<file path="config.mk">
export PLATFORM = sky130hd
export DESIGN_NAME = dsp_multiply_accumulate
export DESIGN_NICKNAME = d
export VERILOG_FILES = /design/src/dsp_mac_pkg.sv /design/src/dsp_multiply_accumulate.sv /design/src/product_stage.sv
export SDC_FILE = /design/constraint.sdc
export NUM_CORES = 2
export LEC_CHECK = 0
export ABC_AREA = 1
export BUFFER_PORTS_ARGS = -buffer_cell sky130_fd_sc_hd__buf_4
export CAP_MARGIN = 20
export CORE_UTILIZATION = 40
export DETAILED_ROUTE_END_ITERATION = 8
export GPL_ROUTABILITY_DRIVEN = 0
export PLACE_DENSITY = 0.6
export SYNTH_ARGS = -nofsm -noshare
export SYNTH_HDL_FRONTEND = slang
export SYNTH_SLANG_ARGS = --single-unit
</file>
<file path="constraint.sdc">
create_clock -name core_clk_in -period 10.37 [get_ports core_clk_in]
set_clock_uncertainty 0.05 [all_clocks]
set_input_delay 1.5555 -clock core_clk_in [delete_from_list [all_inputs] [get_ports core_clk_in]]
set_output_delay 1.5555 -clock core_clk_in [all_outputs]
set_load 0.02 [all_outputs]
</file>
<file path="src/dsp_mac_pkg.sv">
// Constants for the multiply and multiply-accumulate slice.
package dsp_mac_pkg;
  // Byte offsets of the register words
  localparam logic [3:0] CTRL_OFF = 4'h0;
  localparam logic [3:0] STATUS_OFF = 4'h4;
  localparam logic [3:0] MASK_OFF = 4'h8;
  localparam logic [3:0] RESULT_OFF = 4'hc;
  // Control word fields
  localparam int CTRL_MAC = 0;
  localparam int CTRL_IN_EN = 1;
  localparam int CTRL_PIPE_EN = 2;
  localparam int CTRL_OUT_EN = 3;
  localparam int CTRL_SIGN_DYN = 4;
  localparam int CTRL_SIGNED = 5;
  localparam int CTRL_SUB_DYN = 6;
  localparam int CTRL_SUB = 7;
  localparam int CTRL_A_SHIFT = 8;
  localparam int CTRL_B_SHIFT = 9;
  localparam int CTRL_ACC_CLR = 10;
  localparam int CTRL_W = 10;
  localparam logic [CTRL_W-1:0] CTRL_RST = 10'h000;
  // Status and mask fields
  localparam int ST_OVF = 0;
  localparam int ST_DONE = 1;
  localparam int ST_W = 2;
  localparam logic [ST_W-1:0] ST_RST = 2'h0;
  // Widest operand for which the accumulate element exists
  localparam int MAC_MAX_OP_W = 18;
  // Element counts per block for x9, x18, x36
  localparam int PROD_CNT [3] = '{8, 4, 1};
  localparam int MAC_CNT [3] = '{2, 2, 0};
  localparam int SUM_CNT [3] = '{4, 2, 0};
  localparam int SUM_TOTAL_CNT [3] = '{2, 1, 0};
endpackage

</file>
<file path="src/dsp_multiply_accumulate.sv">
// Multiply and multiply-accumulate slice with an Avalon-MM register port.
module dsp_multiply_accumulate #(
  parameter int OP_W = 18,
  parameter int ACC_W = 52
) (
  input wire logic core_clk_in,
  input wire logic nrst_in,
  input wire logic [3:0] avs_address_in,
  input wire logic avs_read_in,
  input wire logic avs_write_in,
  input wire logic [31:0] avs_writedata_in,
  input wire logic [3:0] avs_byteenable_in,
  output logic [31:0] avs_readdata_out,
  output logic avs_waitrequest_out,
  output logic irq_out,
  input wire logic valid_in,
  input wire logic [OP_W-1:0] a_in,
  input wire logic [OP_W-1:0] b_in,
  input wire logic [OP_W-1:0] a_shift_in,
  input wire logic [OP_W-1:0] b_shift_in,
  input wire logic signed_in,
  input wire logic sub_in,
  output logic [OP_W-1:0] a_shift_out,
  output logic [OP_W-1:0] b_shift_out,
  output logic [ACC_W-1:0] result_out,
  output logic result_valid_out,
  output logic overflow_out
);
  localparam int P_W = 2 * OP_W;

  // Byte-lane merge, used for every writable word
  function automatic logic [31:0] merge_bytes(input logic [31:0] old_v, input logic [31:0] new_v,
                                              input logic [3:0] be);
    logic [31:0] m;
    m = old_v;
    for (int i = 0; i < 4; i++) begin
      if (be[i]) begin
        m[8*i +: 8] = new_v[8*i +: 8];
      end
    end
    return m;
  endfunction

  // ---------------- Register bus ----------------
  logic wait_r;
  logic [31:0] rdata_r;
  logic [dsp_mac_pkg::CTRL_W-1:0] ctrl_r;
  logic [dsp_mac_pkg::ST_W-1:0] status_r, mask_r;
  logic irq_r;

  wire logic req = avs_read_in | avs_write_in;
  // A request is taken in the one cycle where waitrequest is low
  wire logic take = req & ~wait_r;
  wire logic wr_ctrl = take & avs_write_in & (avs_address_in == dsp_mac_pkg::CTRL_OFF);
  wire logic wr_mask = take & avs_write_in & (avs_address_in == dsp_mac_pkg::MASK_OFF);
  wire logic rd_status = take & avs_read_in & (avs_address_in == dsp_mac_pkg::STATUS_OFF);
  wire logic [31:0] ctrl_word = {21'h000000, 1'b0, ctrl_r};
  wire logic [31:0] ctrl_merged = merge_bytes(ctrl_word, avs_writedata_in, avs_byteenable_in);
  wire logic [31:0] mask_merged = merge_bytes({30'h00000000, mask_r}, avs_writedata_in, avs_byteenable_in);
  // Clearing is a command, not a stored setting, so it never reads back as set
  wire logic acc_clr = wr_ctrl & ctrl_merged[dsp_mac_pkg::CTRL_ACC_CLR];

  wire logic mac_ok = (OP_W <= dsp_mac_pkg::MAC_MAX_OP_W);
  wire logic mac_mode = ctrl_r[dsp_mac_pkg::CTRL_MAC] & mac_ok;
  wire logic in_en = ctrl_r[dsp_mac_pkg::CTRL_IN_EN];
  wire logic pipe_en = ctrl_r[dsp_mac_pkg::CTRL_PIPE_EN];
  wire logic out_en = ctrl_r[dsp_mac_pkg::CTRL_OUT_EN];
  wire logic a_shift = ctrl_r[dsp_mac_pkg::CTRL_A_SHIFT];
  wire logic b_shift = ctrl_r[dsp_mac_pkg::CTRL_B_SHIFT];
  wire logic sgn_now = ctrl_r[dsp_mac_pkg::CTRL_SIGN_DYN] ? signed_in : ctrl_r[dsp_mac_pkg::CTRL_SIGNED];
  wire logic sub_now = ctrl_r[dsp_mac_pkg::CTRL_SUB_DYN] ? sub_in : ctrl_r[dsp_mac_pkg::CTRL_SUB];

  // ---------------- Input registers ----------------
  logic [OP_W-1:0] a_reg_r, b_reg_r;
  logic v_reg_r, sgn_reg_r, sub_reg_r;
  wire logic [OP_W-1:0] a_load = a_shift ? a_shift_in : a_in;
  wire logic [OP_W-1:0] b_load = b_shift ? b_shift_in : b_in;

  always_ff @(posedge core_clk_in or negedge nrst_in) begin
    if (!nrst_in) begin
      a_reg_r <= '0;
      b_reg_r <= '0;
      v_reg_r <= 1'b0;
      sgn_reg_r <= 1'b0;
      sub_reg_r <= 1'b0;
    end else begin
      a_reg_r <= a_load;
      b_reg_r <= b_load;
      v_reg_r <= valid_in;
      sgn_reg_r <= sgn_now;
      sub_reg_r <= sub_now;
    end
  end

  wire logic [OP_W-1:0] a_op = in_en ? a_reg_r : a_in;
  wire logic [OP_W-1:0] b_op = in_en ? b_reg_r : b_in;
  wire logic v_op = in_en ? v_reg_r : valid_in;
  wire logic sgn_op = in_en ? sgn_reg_r : sgn_now;
  wire logic sub_op = in_en ? sub_reg_r : sub_now;

  logic [P_W-1:0] prod;
  logic prod_v, prod_sgn, prod_sub;

  product_stage #(.OP_W(OP_W)) u_product (
    .core_clk_in(core_clk_in),
    .nrst_in(nrst_in),
    .pipe_en_in(pipe_en),
    .valid_in(v_op),
    .signed_in(sgn_op),
    .sub_in(sub_op),
    .a_in(a_op),
    .b_in(b_op),
    .prod_out(prod),
    .valid_out(prod_v),
    .signed_out(prod_sgn),
    .sub_out(prod_sub)
  );

  wire logic [ACC_W-1:0] p_ext = {{(ACC_W-P_W){prod_sgn & prod[P_W-1]}}, prod};

  // ---------------- Accumulator ----------------
  logic [ACC_W-1:0] acc_r, out_stage_r, result_r;
  logic ovf_r, ovf_out_r, out_v_r, result_v_r;

  wire logic acc_v = mac_mode & prod_v;
  wire logic [ACC_W:0] acc_sum = {1'b0, acc_r} + {1'b0, p_ext};
  wire logic [ACC_W:0] acc_dif = {1'b0, acc_r} - {1'b0, p_ext};
  wire logic [ACC_W:0] acc_nxt = prod_sub ? acc_dif : acc_sum;
  wire logic acc_msb = acc_r[ACC_W-1];
  wire logic p_msb = p_ext[ACC_W-1];
  wire logic r_msb = acc_nxt[ACC_W-1];
  // Carry out on add, borrow on subtract: the result rolled past zero
  wire logic ovf_uns = acc_nxt[ACC_W];
  wire logic ovf_sgn = prod_sub ? ((acc_msb != p_msb) && (r_msb != acc_msb))
                                : ((acc_msb == p_msb) && (r_msb != acc_msb));
  wire logic ovf_now = acc_v & (prod_sgn ? ovf_sgn : ovf_uns);

  always_ff @(posedge core_clk_in or negedge nrst_in) begin
    if (!nrst_in) begin
      acc_r <= '0;
      ovf_r <= 1'b0;
    end else begin
      if (acc_clr) begin
        acc_r <= '0;
      end else if (acc_v) begin
        acc_r <= acc_nxt[ACC_W-1:0];
      end
      ovf_r <= ovf_now & ~acc_clr;
    end
  end

  // ---------------- Output stage ----------------
  // The port flop costs one cycle in every mode but keeps every output glitch free
  wire logic [ACC_W-1:0] result_nxt = mac_mode ? acc_r : (out_en ? out_stage_r : p_ext);
  logic acc_v_d_r;
  wire logic result_v_nxt = mac_mode ? (acc_v_d_r) : (out_en ? out_v_r : prod_v);

  always_ff @(posedge core_clk_in or negedge nrst_in) begin
    if (!nrst_in) begin
      out_stage_r <= '0;
      out_v_r <= 1'b0;
      acc_v_d_r <= 1'b0;
      result_r <= '0;
      result_v_r <= 1'b0;
      ovf_out_r <= 1'b0;
    end else begin
      out_stage_r <= p_ext;
      out_v_r <= prod_v;
      acc_v_d_r <= acc_v;
      result_r <= result_nxt;
      result_v_r <= result_v_nxt;
      ovf_out_r <= ovf_r;
    end
  end

  // ---------------- Status, mask, interrupt ----------------
  wire logic [dsp_mac_pkg::ST_W-1:0] st_evt = {result_v_r, ovf_out_r};
  // An event in the clearing read's own cycle survives the clear
  wire logic [dsp_mac_pkg::ST_W-1:0] status_nxt = (rd_status ? '0 : status_r) | st_evt;
  wire logic [dsp_mac_pkg::ST_W-1:0] mask_nxt = wr_mask ? mask_merged[dsp_mac_pkg::ST_W-1:0] : mask_r;

  logic [31:0] rdata_nxt;
  always_comb begin
    unique case (avs_address_in)
      dsp_mac_pkg::CTRL_OFF: rdata_nxt = ctrl_word;
      dsp_mac_pkg::STATUS_OFF: rdata_nxt = {30'h00000000, status_r};
      dsp_mac_pkg::MASK_OFF: rdata_nxt = {30'h00000000, mask_r};
      dsp_mac_pkg::RESULT_OFF: rdata_nxt = result_r[31:0];
      default: rdata_nxt = 32'h00000000;
    endcase
  end

  always_ff @(posedge core_clk_in or negedge nrst_in) begin
    if (!nrst_in) begin
      wait_r <= 1'b1;
      rdata_r <= 32'h00000000;
      ctrl_r <= dsp_mac_pkg::CTRL_RST;
      status_r <= dsp_mac_pkg::ST_RST;
      mask_r <= dsp_mac_pkg::ST_RST;
      irq_r <= 1'b0;
    end else begin
      wait_r <= wait_r ? ~req : 1'b1;
      if (req && wait_r) begin
        rdata_r <= avs_read_in ? rdata_nxt : 32'h00000000;
      end
      if (wr_ctrl) begin
        ctrl_r <= ctrl_merged[dsp_mac_pkg::CTRL_W-1:0];
      end
      status_r <= status_nxt;
      mask_r <= mask_nxt;
      irq_r <= |(status_nxt & mask_nxt);
    end
  end

  assign avs_waitrequest_out = wait_r;
  assign avs_readdata_out = rdata_r;
  assign irq_out = irq_r;
  assign a_shift_out = a_reg_r;
  assign b_shift_out = b_reg_r;
  assign result_out = result_r;
  assign result_valid_out = result_v_r;
  assign overflow_out = ovf_out_r;

  // ---------------- Checks ----------------
  acc_hold_a: assert property (@(posedge core_clk_in) disable iff (!nrst_in)
    (!acc_v && !acc_clr) |=> acc_r == $past(acc_r))
    else $error("accumulator changed without a valid product");
  acc_add_a: assert property (@(posedge core_clk_in) disable iff (!nrst_in)
    (acc_v && !prod_sub && !acc_clr) |=> acc_r == ACC_W'($past(acc_r) + $past(p_ext)))
    else $error("accumulator did not add the product");
  acc_sub_a: assert property (@(posedge core_clk_in) disable iff (!nrst_in)
    (acc_v && prod_sub && !acc_clr) |=> acc_r == ACC_W'($past(acc_r) - $past(p_ext)))
    else $error("accumulator did not subtract the product");
  ovf_unsigned_a: assert property (@(posedge core_clk_in) disable iff (!nrst_in)
    (acc_v && !prod_sgn && !prod_sub && !acc_clr && (acc_sum[ACC_W-1:0] < acc_r)) |=> ovf_r ##1 overflow_out)
    else $error("unsigned roll-over not flagged");
  ovf_signed_a: assert property (@(posedge core_clk_in) disable iff (!nrst_in)
    (acc_v && prod_sgn && !prod_sub && !acc_clr && acc_msb == p_msb && acc_sum[ACC_W-1] != acc_msb) |=> ovf_r)
    else $error("signed overflow not flagged");
  ovf_pulse_a: assert property (@(posedge core_clk_in) disable iff (!nrst_in)
    (!acc_v) |=> !ovf_r ##1 !overflow_out)
    else $error("overflow held without a new event");
  ovf_clean_a: assert property (@(posedge core_clk_in) disable iff (!nrst_in)
    (acc_v && !prod_sgn && !prod_sub && !acc_clr && (acc_sum[ACC_W-1:0] >= acc_r)) |=> !ovf_r)
    else $error("overflow flagged with no roll-over");
  shift_load_a: assert property (@(posedge core_clk_in) disable iff (!nrst_in)
    a_shift |=> a_reg_r == $past(a_shift_in))
    else $error("operand register did not shift in");
  bus_answer_a: assert property (@(posedge core_clk_in) disable iff (!nrst_in)
    (req && wait_r) |=> !wait_r ##1 wait_r)
    else $error("waitrequest did not drop for exactly one cycle");
  irq_level_a: assert property (@(posedge core_clk_in) disable iff (!nrst_in)
    irq_out == |(status_r & mask_r))
    else $error("interrupt does not follow status and mask");
endmodule

</file>
<file path="src/product_stage.sv">
// Signed or unsigned multiplier with a bypassable pipeline register.
module product_stage #(
  parameter int OP_W = 18
) (
  input wire logic core_clk_in,
  input wire logic nrst_in,
  input wire logic pipe_en_in,
  input wire logic valid_in,
  input wire logic signed_in,
  input wire logic sub_in,
  input wire logic [OP_W-1:0] a_in,
  input wire logic [OP_W-1:0] b_in,
  output logic [2*OP_W-1:0] prod_out,
  output logic valid_out,
  output logic signed_out,
  output logic sub_out
);
  // One extra bit carries the sign so one signed multiplier serves both modes
  wire logic signed [OP_W:0] a_x = {signed_in & a_in[OP_W-1], a_in};
  wire logic signed [OP_W:0] b_x = {signed_in & b_in[OP_W-1], b_in};
  wire logic signed [2*OP_W+1:0] full = a_x * b_x;
  wire logic [2*OP_W-1:0] prod_now = full[2*OP_W-1:0];

  logic [2*OP_W-1:0] prod_r;
  logic valid_r, signed_r, sub_r;

  always_ff @(posedge core_clk_in or negedge nrst_in) begin
    if (!nrst_in) begin
      prod_r <= '0;
      valid_r <= 1'b0;
      signed_r <= 1'b0;
      sub_r <= 1'b0;
    end else begin
      prod_r <= prod_now;
      valid_r <= valid_in;
      signed_r <= signed_in;
      sub_r <= sub_in;
    end
  end

  assign prod_out = pipe_en_in ? prod_r : prod_now;
  assign valid_out = pipe_en_in ? valid_r : valid_in;
  assign signed_out = pipe_en_in ? signed_r : signed_in;
  assign sub_out = pipe_en_in ? sub_r : sub_in;

  pipe_delay_a: assert property (@(posedge core_clk_in) disable iff (!nrst_in)
    (pipe_en_in && valid_in) ##1 pipe_en_in |-> valid_out && prod_out == $past(prod_now))
    else $error("pipeline register did not delay the product by one cycle");
  prod_value_a: assert property (@(posedge core_clk_in) disable iff (!nrst_in)
    (!pipe_en_in && !signed_in) |-> prod_out == (2*OP_W)'({{OP_W{1'b0}}, a_in} * {{OP_W{1'b0}}, b_in}))
    else $error("unsigned product does not equal a times b");
endmodule

</file>
; Word level (Yosys, flattened, before mapping)
; Index checks and enable logic that the tools add are counted.
[totals]
regBits = 272
input_bits = 119
word_cells = 89
[classes]
add_sub_neg = 2
multipliers = 1
eq_ne = 6
mux = 29
n_bitwise = 19
n_reduce_logical = 8
[ops]
columns = operator, count
row1 = $mux 52, 4
row2 = $pmux 32 s4, 1
row3 = $mux 18, 4
row4 = $add 52x52->53, 1
row5 = $mux 53, 1
row6 = $sub 52x52->53, 1
row7 = $mul 19x19->36, 1
row8 = $mux 36, 1
row9 = $mux 32, 1
row10 = $and 1x1->1, 13
row11 = $mux 1, 13
row12 = $eq 4x4->1 const B, 2
row13 = $mux 2, 3
row14 = $eq 4x3->1 const B, 1
row15 = $logic_not 4->1, 1
row16 = $reduce_and 2->1, 2
row17 = $logic_and 1x1->1, 3
row18 = $mux 3, 1
row19 = $not 1->1, 3
row20 = $and 2x2->2, 1
row21 = $ne 1x1->1, 2
row22 = $or 2x2->2, 1
row23 = $reduce_bool 2->1, 1
row24 = $reduce_or 2->1, 1
row25 = 2 further kinds, 2

; Depth between registers and ports, before layout
[logic_depth]
depth_word = 14
mapped_depth = 61
ltp_nobuf = 60

; Modules after synthesis
; From an unflattened synthesis, not the netlist that was laid out.
[hier_totals]
cells_unflattened = 3896
hier_area_um2 = 29510.8
[by_module_without_submodules]
columns = module, instances, cells_each, area_each_um2
row1 = product_stage, 1, 1969, 15394.8
row2 = dsp_multiply_accumulate, 1, 1927, 14116.0

; Least setup slack after synthesis
; Ideal clock, no wire load.
[synth_timing]
kind = input port to flip-flop
startpoint = input signed_in
endpoint = register acc_r[45]
t_arrival_ns = 9.815
path_slack_ns = 0.375
path_stages = 53
n_path_buf = 1
path_cell_list = nand2_1 -> nand2_1 -> nand2_1 -> nand2_1 -> inv_1 -> clkbuf_1 -> nor2_1 -> inv_1 -> nor2_1 -> inv_1 -> fa_1 -> inv_1 -> fa_1 -> inv_1 -> fa_1 -> inv_1 -> fa_1 -> inv_1 -> (+17 left out) -> nand2_1 -> nor2_1 -> nand4_1 -> nand2_1 -> a21oi_1 -> ha_1 -> nand2_1 -> nor2_1 -> inv_1 -> nor2_1 -> inv_1 -> nor4_1 -> nand3_1 -> nand3_1 -> a21oi_1 -> or2_2 -> nand3_1 -> o21ai_0
[synth_between]
word_cells_on_any_way = 13
[synth_lines]
columns = item, line_no
row1 = start: declaration, dsp_multiply_accumulate.sv:21  ; input wire logic signed_in,
row2 = $mux 1 (*), dsp_multiply_accumulate.sv:70  ; wire logic sgn_now = ctrl_r[dsp_mac_pkg::CTRL_SIGN_DYN] ? signed_in : ctrl_r[dsp_mac_pkg::CTRL_SIGNED];
row3 = named net sgn_now, dsp_multiply_accumulate.sv:70
row4 = $mux 1 (*), dsp_multiply_accumulate.sv:98  ; wire logic sgn_op = in_en ? sgn_reg_r : sgn_now;
row5 = named net sgn_op, dsp_multiply_accumulate.sv:98
row6 = "$and 1x1->1, on equally long branches", "product_stage.sv:19, product_stage.sv:20"
row7 = $mul 19x19->36 (*), product_stage.sv:21  ; wire logic signed [2*OP_W+1:0] full = a_x * b_x;
row8 = $mux 36 (*), product_stage.sv:41  ; assign prod_out = pipe_en_in ? prod_r : prod_now;
row9 = named net prod[34], dsp_multiply_accumulate.sv:101  ; logic [P_W-1:0] prod;
row10 = $add 52x52->53 / $sub 52x52->53 (equally long branches), "dsp_multiply_accumulate.sv:126, dsp_multiply_accumulate.sv:127"
row11 = $mux 53 (*), dsp_multiply_accumulate.sv:128  ; wire logic [ACC_W:0] acc_nxt = prod_sub ? acc_dif : acc_sum;
row12 = $mux 52 (*), dsp_multiply_accumulate.sv:145  ; end else if (acc_v) begin
row13 = $mux 52 (*), dsp_multiply_accumulate.sv:143  ; if (acc_clr) begin
row14 = end signal: assignment, dsp_multiply_accumulate.sv:146  ; acc_r <= acc_nxt[ACC_W-1:0];
row15 = end: declaration, dsp_multiply_accumulate.sv:122  ; logic [ACC_W-1:0] acc_r, out_stage_r, result_r;
; The timed path passes the listed nets; every way through them passes the cells marked *. The select of a mux whose other input is x is not followed.
; A chain may end at the register's enable or synchronous reset.

; Worst setup path in the final report
[layout_timing]
startpoint = input signed_in
endpoint = register acc_r[49]
; The elaborated chain is that of the path after synthesis.

==> qor.yml <==
arrival_ns: 10.23
setup_slack_ns: 0.5482
synth_common_cells: "nand2_1 (912), inv_1 (714), fa_1 (356), nor2_1 (344), dfrtp_1 (271)"
postLayoutCellArea_um2: 35730
multi_input_area_um2: 19110
end_kind: "flip-flop"
drc_errors: 0
areaGrowthSynthToFinish_pct: 24.48
synth_fa_ha_area_frac: 0.3185
muxShareOfSynthArea: 0
cts-hold-fix-buffers: 0
final_antenna_net_count: 0
placed_cells: 5187
layoutNonFillerInstCount: 5249
tns_ns: 0
path_class: "input port to flip-flop"
hold_path_class: "flip-flop to flip-flop"
ctsLongestPathBuffers: 3
async_reset_ff_frac: 1.000
synth_compound_area_frac: 0.09324
crit_slowest_cell: "fa_1"
cts.sinks: 272
final_nets: 4922
clk_pin_slew_worst_paths_ns: 0.06
min_period_over_period: 0.9471
coreArea_um2: 70510
rows: 97
synth_cell_types: 54
synth_xor_area_frac: 0.01399
setup_violations: 0
die_area_um2: 72840
io_pins: 243
antenna_found_initial: 0
grt_pass1_vias: 26470
synth-seq-cells: 272
vias_per_cell: 4.930
dieHeight_um: 269.9
initial_utilization: 0.4071
drt_first_pass_iters: 5
fmax_ghz: 0.1018
dpl_cell_area_um2: 34240
cts_tree: "yes"
hpwl_um: 71970
post-place-ws_ns: -0.5166
drv_cap: 0
drv_slew: 0
regArea_um2: 6808
drive_gt1_frac: 0.2082
grt_pass1_wl_um: 142000
synth-simple-area-share: 0.2256
crit_path_max_incr_delay_ns: 0.58
ys_seq_area_frac: 0.2372
status: "finished clean"
slew_headroom: 0.3190
n_antenna_cell: 0
cts-root-buf: "clkbuf_16"
syn_area_per_cell_um2: 7.720
syn-num-nets: 4354
vias: 25880
die_w_um: 269.9
worst_slew_pin_slew_ns: 1.020
portBuffers: 219
htreeDepth: 1
synth_edf_count: 0
finalHoldViolations: 0
wl_per_cell_um: 16.65
synth_top_family_by_area: "adder cells"
drtIter0Drc: 2023
fill_cells: 6882
period_minus_slack_ns: 9.822
cp_common_cell: "inv_1"
overflow: 0
cts_made_buffers: 30
synthFlopType: "dfrtp_1"
startpoint_type: "input port"
synth_area_um2: 28700
yosysTopAreaCellShare: 0.2483
synth_top_area_cell: "fa_1"
syn_inst: 3718
cp_data_required_time_ns: 10.77
synthMostInstantiatedCell: "nand2_1"
cp_max_fo: 3
synth_area_leaders: "fa_1 (25%), dfrtp_1 (24%), nand2_1 (12%), inv_1 (9.3%), ha_1 (7.0%)"
routed_wirelength_um: 87410
grt_max_degree: 106
clk_latency_ns: 0.60
gr-usage-all-layers: 0.2448
ys.warnings.count: 0
[flip-flops by register name (all words and copies together), names as in the netlist, 2 cells and up]
name              cells
result_out           52
status_r              2
acc_r                52
b_shift_out          18
u_product.prod_r     36
ctrl_r               10
mask_r                2
a_shift_out          18
avs_readdata_out     32
out_stage_r          37
[worst max-delay path: cells and delay by family]
kind | cells | cell delay, ns
AND/OR/NAND/NOR | 26 | 2.61
buffers and inverters | 17 | 1.60
adder cells (fa/ha/maj) | 9 | 3.84
AO/OA/AOI/OAI | 6 | 0.63
[timing repair]
item                       4_1_cts  5_1_grt
resized for setup                0      105
setup endpoints to repair        0       24
buffers inserted                 0        7
[worst paths after layout]
| kind | start | endpoint | slack, ns | depth (start not counted) |
|---|---|---|---|---|
| max | signed_in | acc_r[49]$_DFFE_PN0P_ | 0.55 | 58 |
| min | avs_readdata_out[3]$_DFFE_PN0P_ | avs_readdata_out[3]$_DFFE_PN0P_ | 0.43 | 2 |
| min reg2reg | avs_readdata_out[3]$_DFFE_PN0P_ | avs_readdata_out[3]$_DFFE_PN0P_ | 0.43 | 2 |
| min in group asynchronous | nrst_in | avs_readdata_out[25]$_DFFE_PN0P_ | 0.97 | 1 |
| max reg2reg | ctrl_r[1]$_DFFE_PN0P_ | acc_r[48]$_DFFE_PN0P_ | 0.75 | 52 |
| max in group asynchronous | nrst_in | a_shift_out[11]$_DFF_PN0_ | 7.74 | 2 |
[stage by stage]
step	hold WS, ns	utilization
6_report	0.4329	0.5067
3_5_place_dp	0.4182	0.4856
2_1_floorplan	0.2812	-
5_1_grt	0.4552	0.5067
4_1_cts	0.4354	0.5000
3_3_place_gp	0.4106	0.4856
[final cells by class]
class,count,share of cell area
Clock buffer,39,0.02336
Tap cell,940,0.03292
Clock inverter,16,0.005148
Multi-Input combinational cell,2604,0.5349
Sequential cell,272,0.1905
Inverter,742,0.07802
Timing Repair Buffer,636,0.1351
[metal layers]
metal / routed length, µm / global-route usage / vias up
met1: 38060 / 0.3263 / 12480
met3: 5186 / 0.03227 / 168
met4: 3279 / 0.08239 / 0
li1: - / - / 12520
met2: 40890 / 0.4093 / 708
met5: 0 / 0 / -
[layout by cell type (no fill, tap or decap), types with 30 or more instances in the layout]
cell type,netlist,routed
nand2_1,912,901
inv_1,714,703
buf_4,0,630
fa_1,356,355
nor2_1,344,324
dfrtp_1,271,271
o21ai_0,205,196
ha_1,161,148
nand3_1,146,143
a21oi_1,130,120
o22ai_1,53,53
or2_2,39,39
o21ai_1,31,32
xor2_1,32,32
clkbuf_16,0,30
[logic make-up after synthesis]
| family | count (synthesis) |
|---|---|
| simple gates | 1558 |
| buf+inv | 842 |
| fa+ha+maj | 517 |
| compound gates | 484 |
| flops | 272 |
| xor+xnor | 45 |
Power is left out: the tool's default activity adds up to more than one toggle a clock period on the data nets, which glitch-free logic cannot reach.
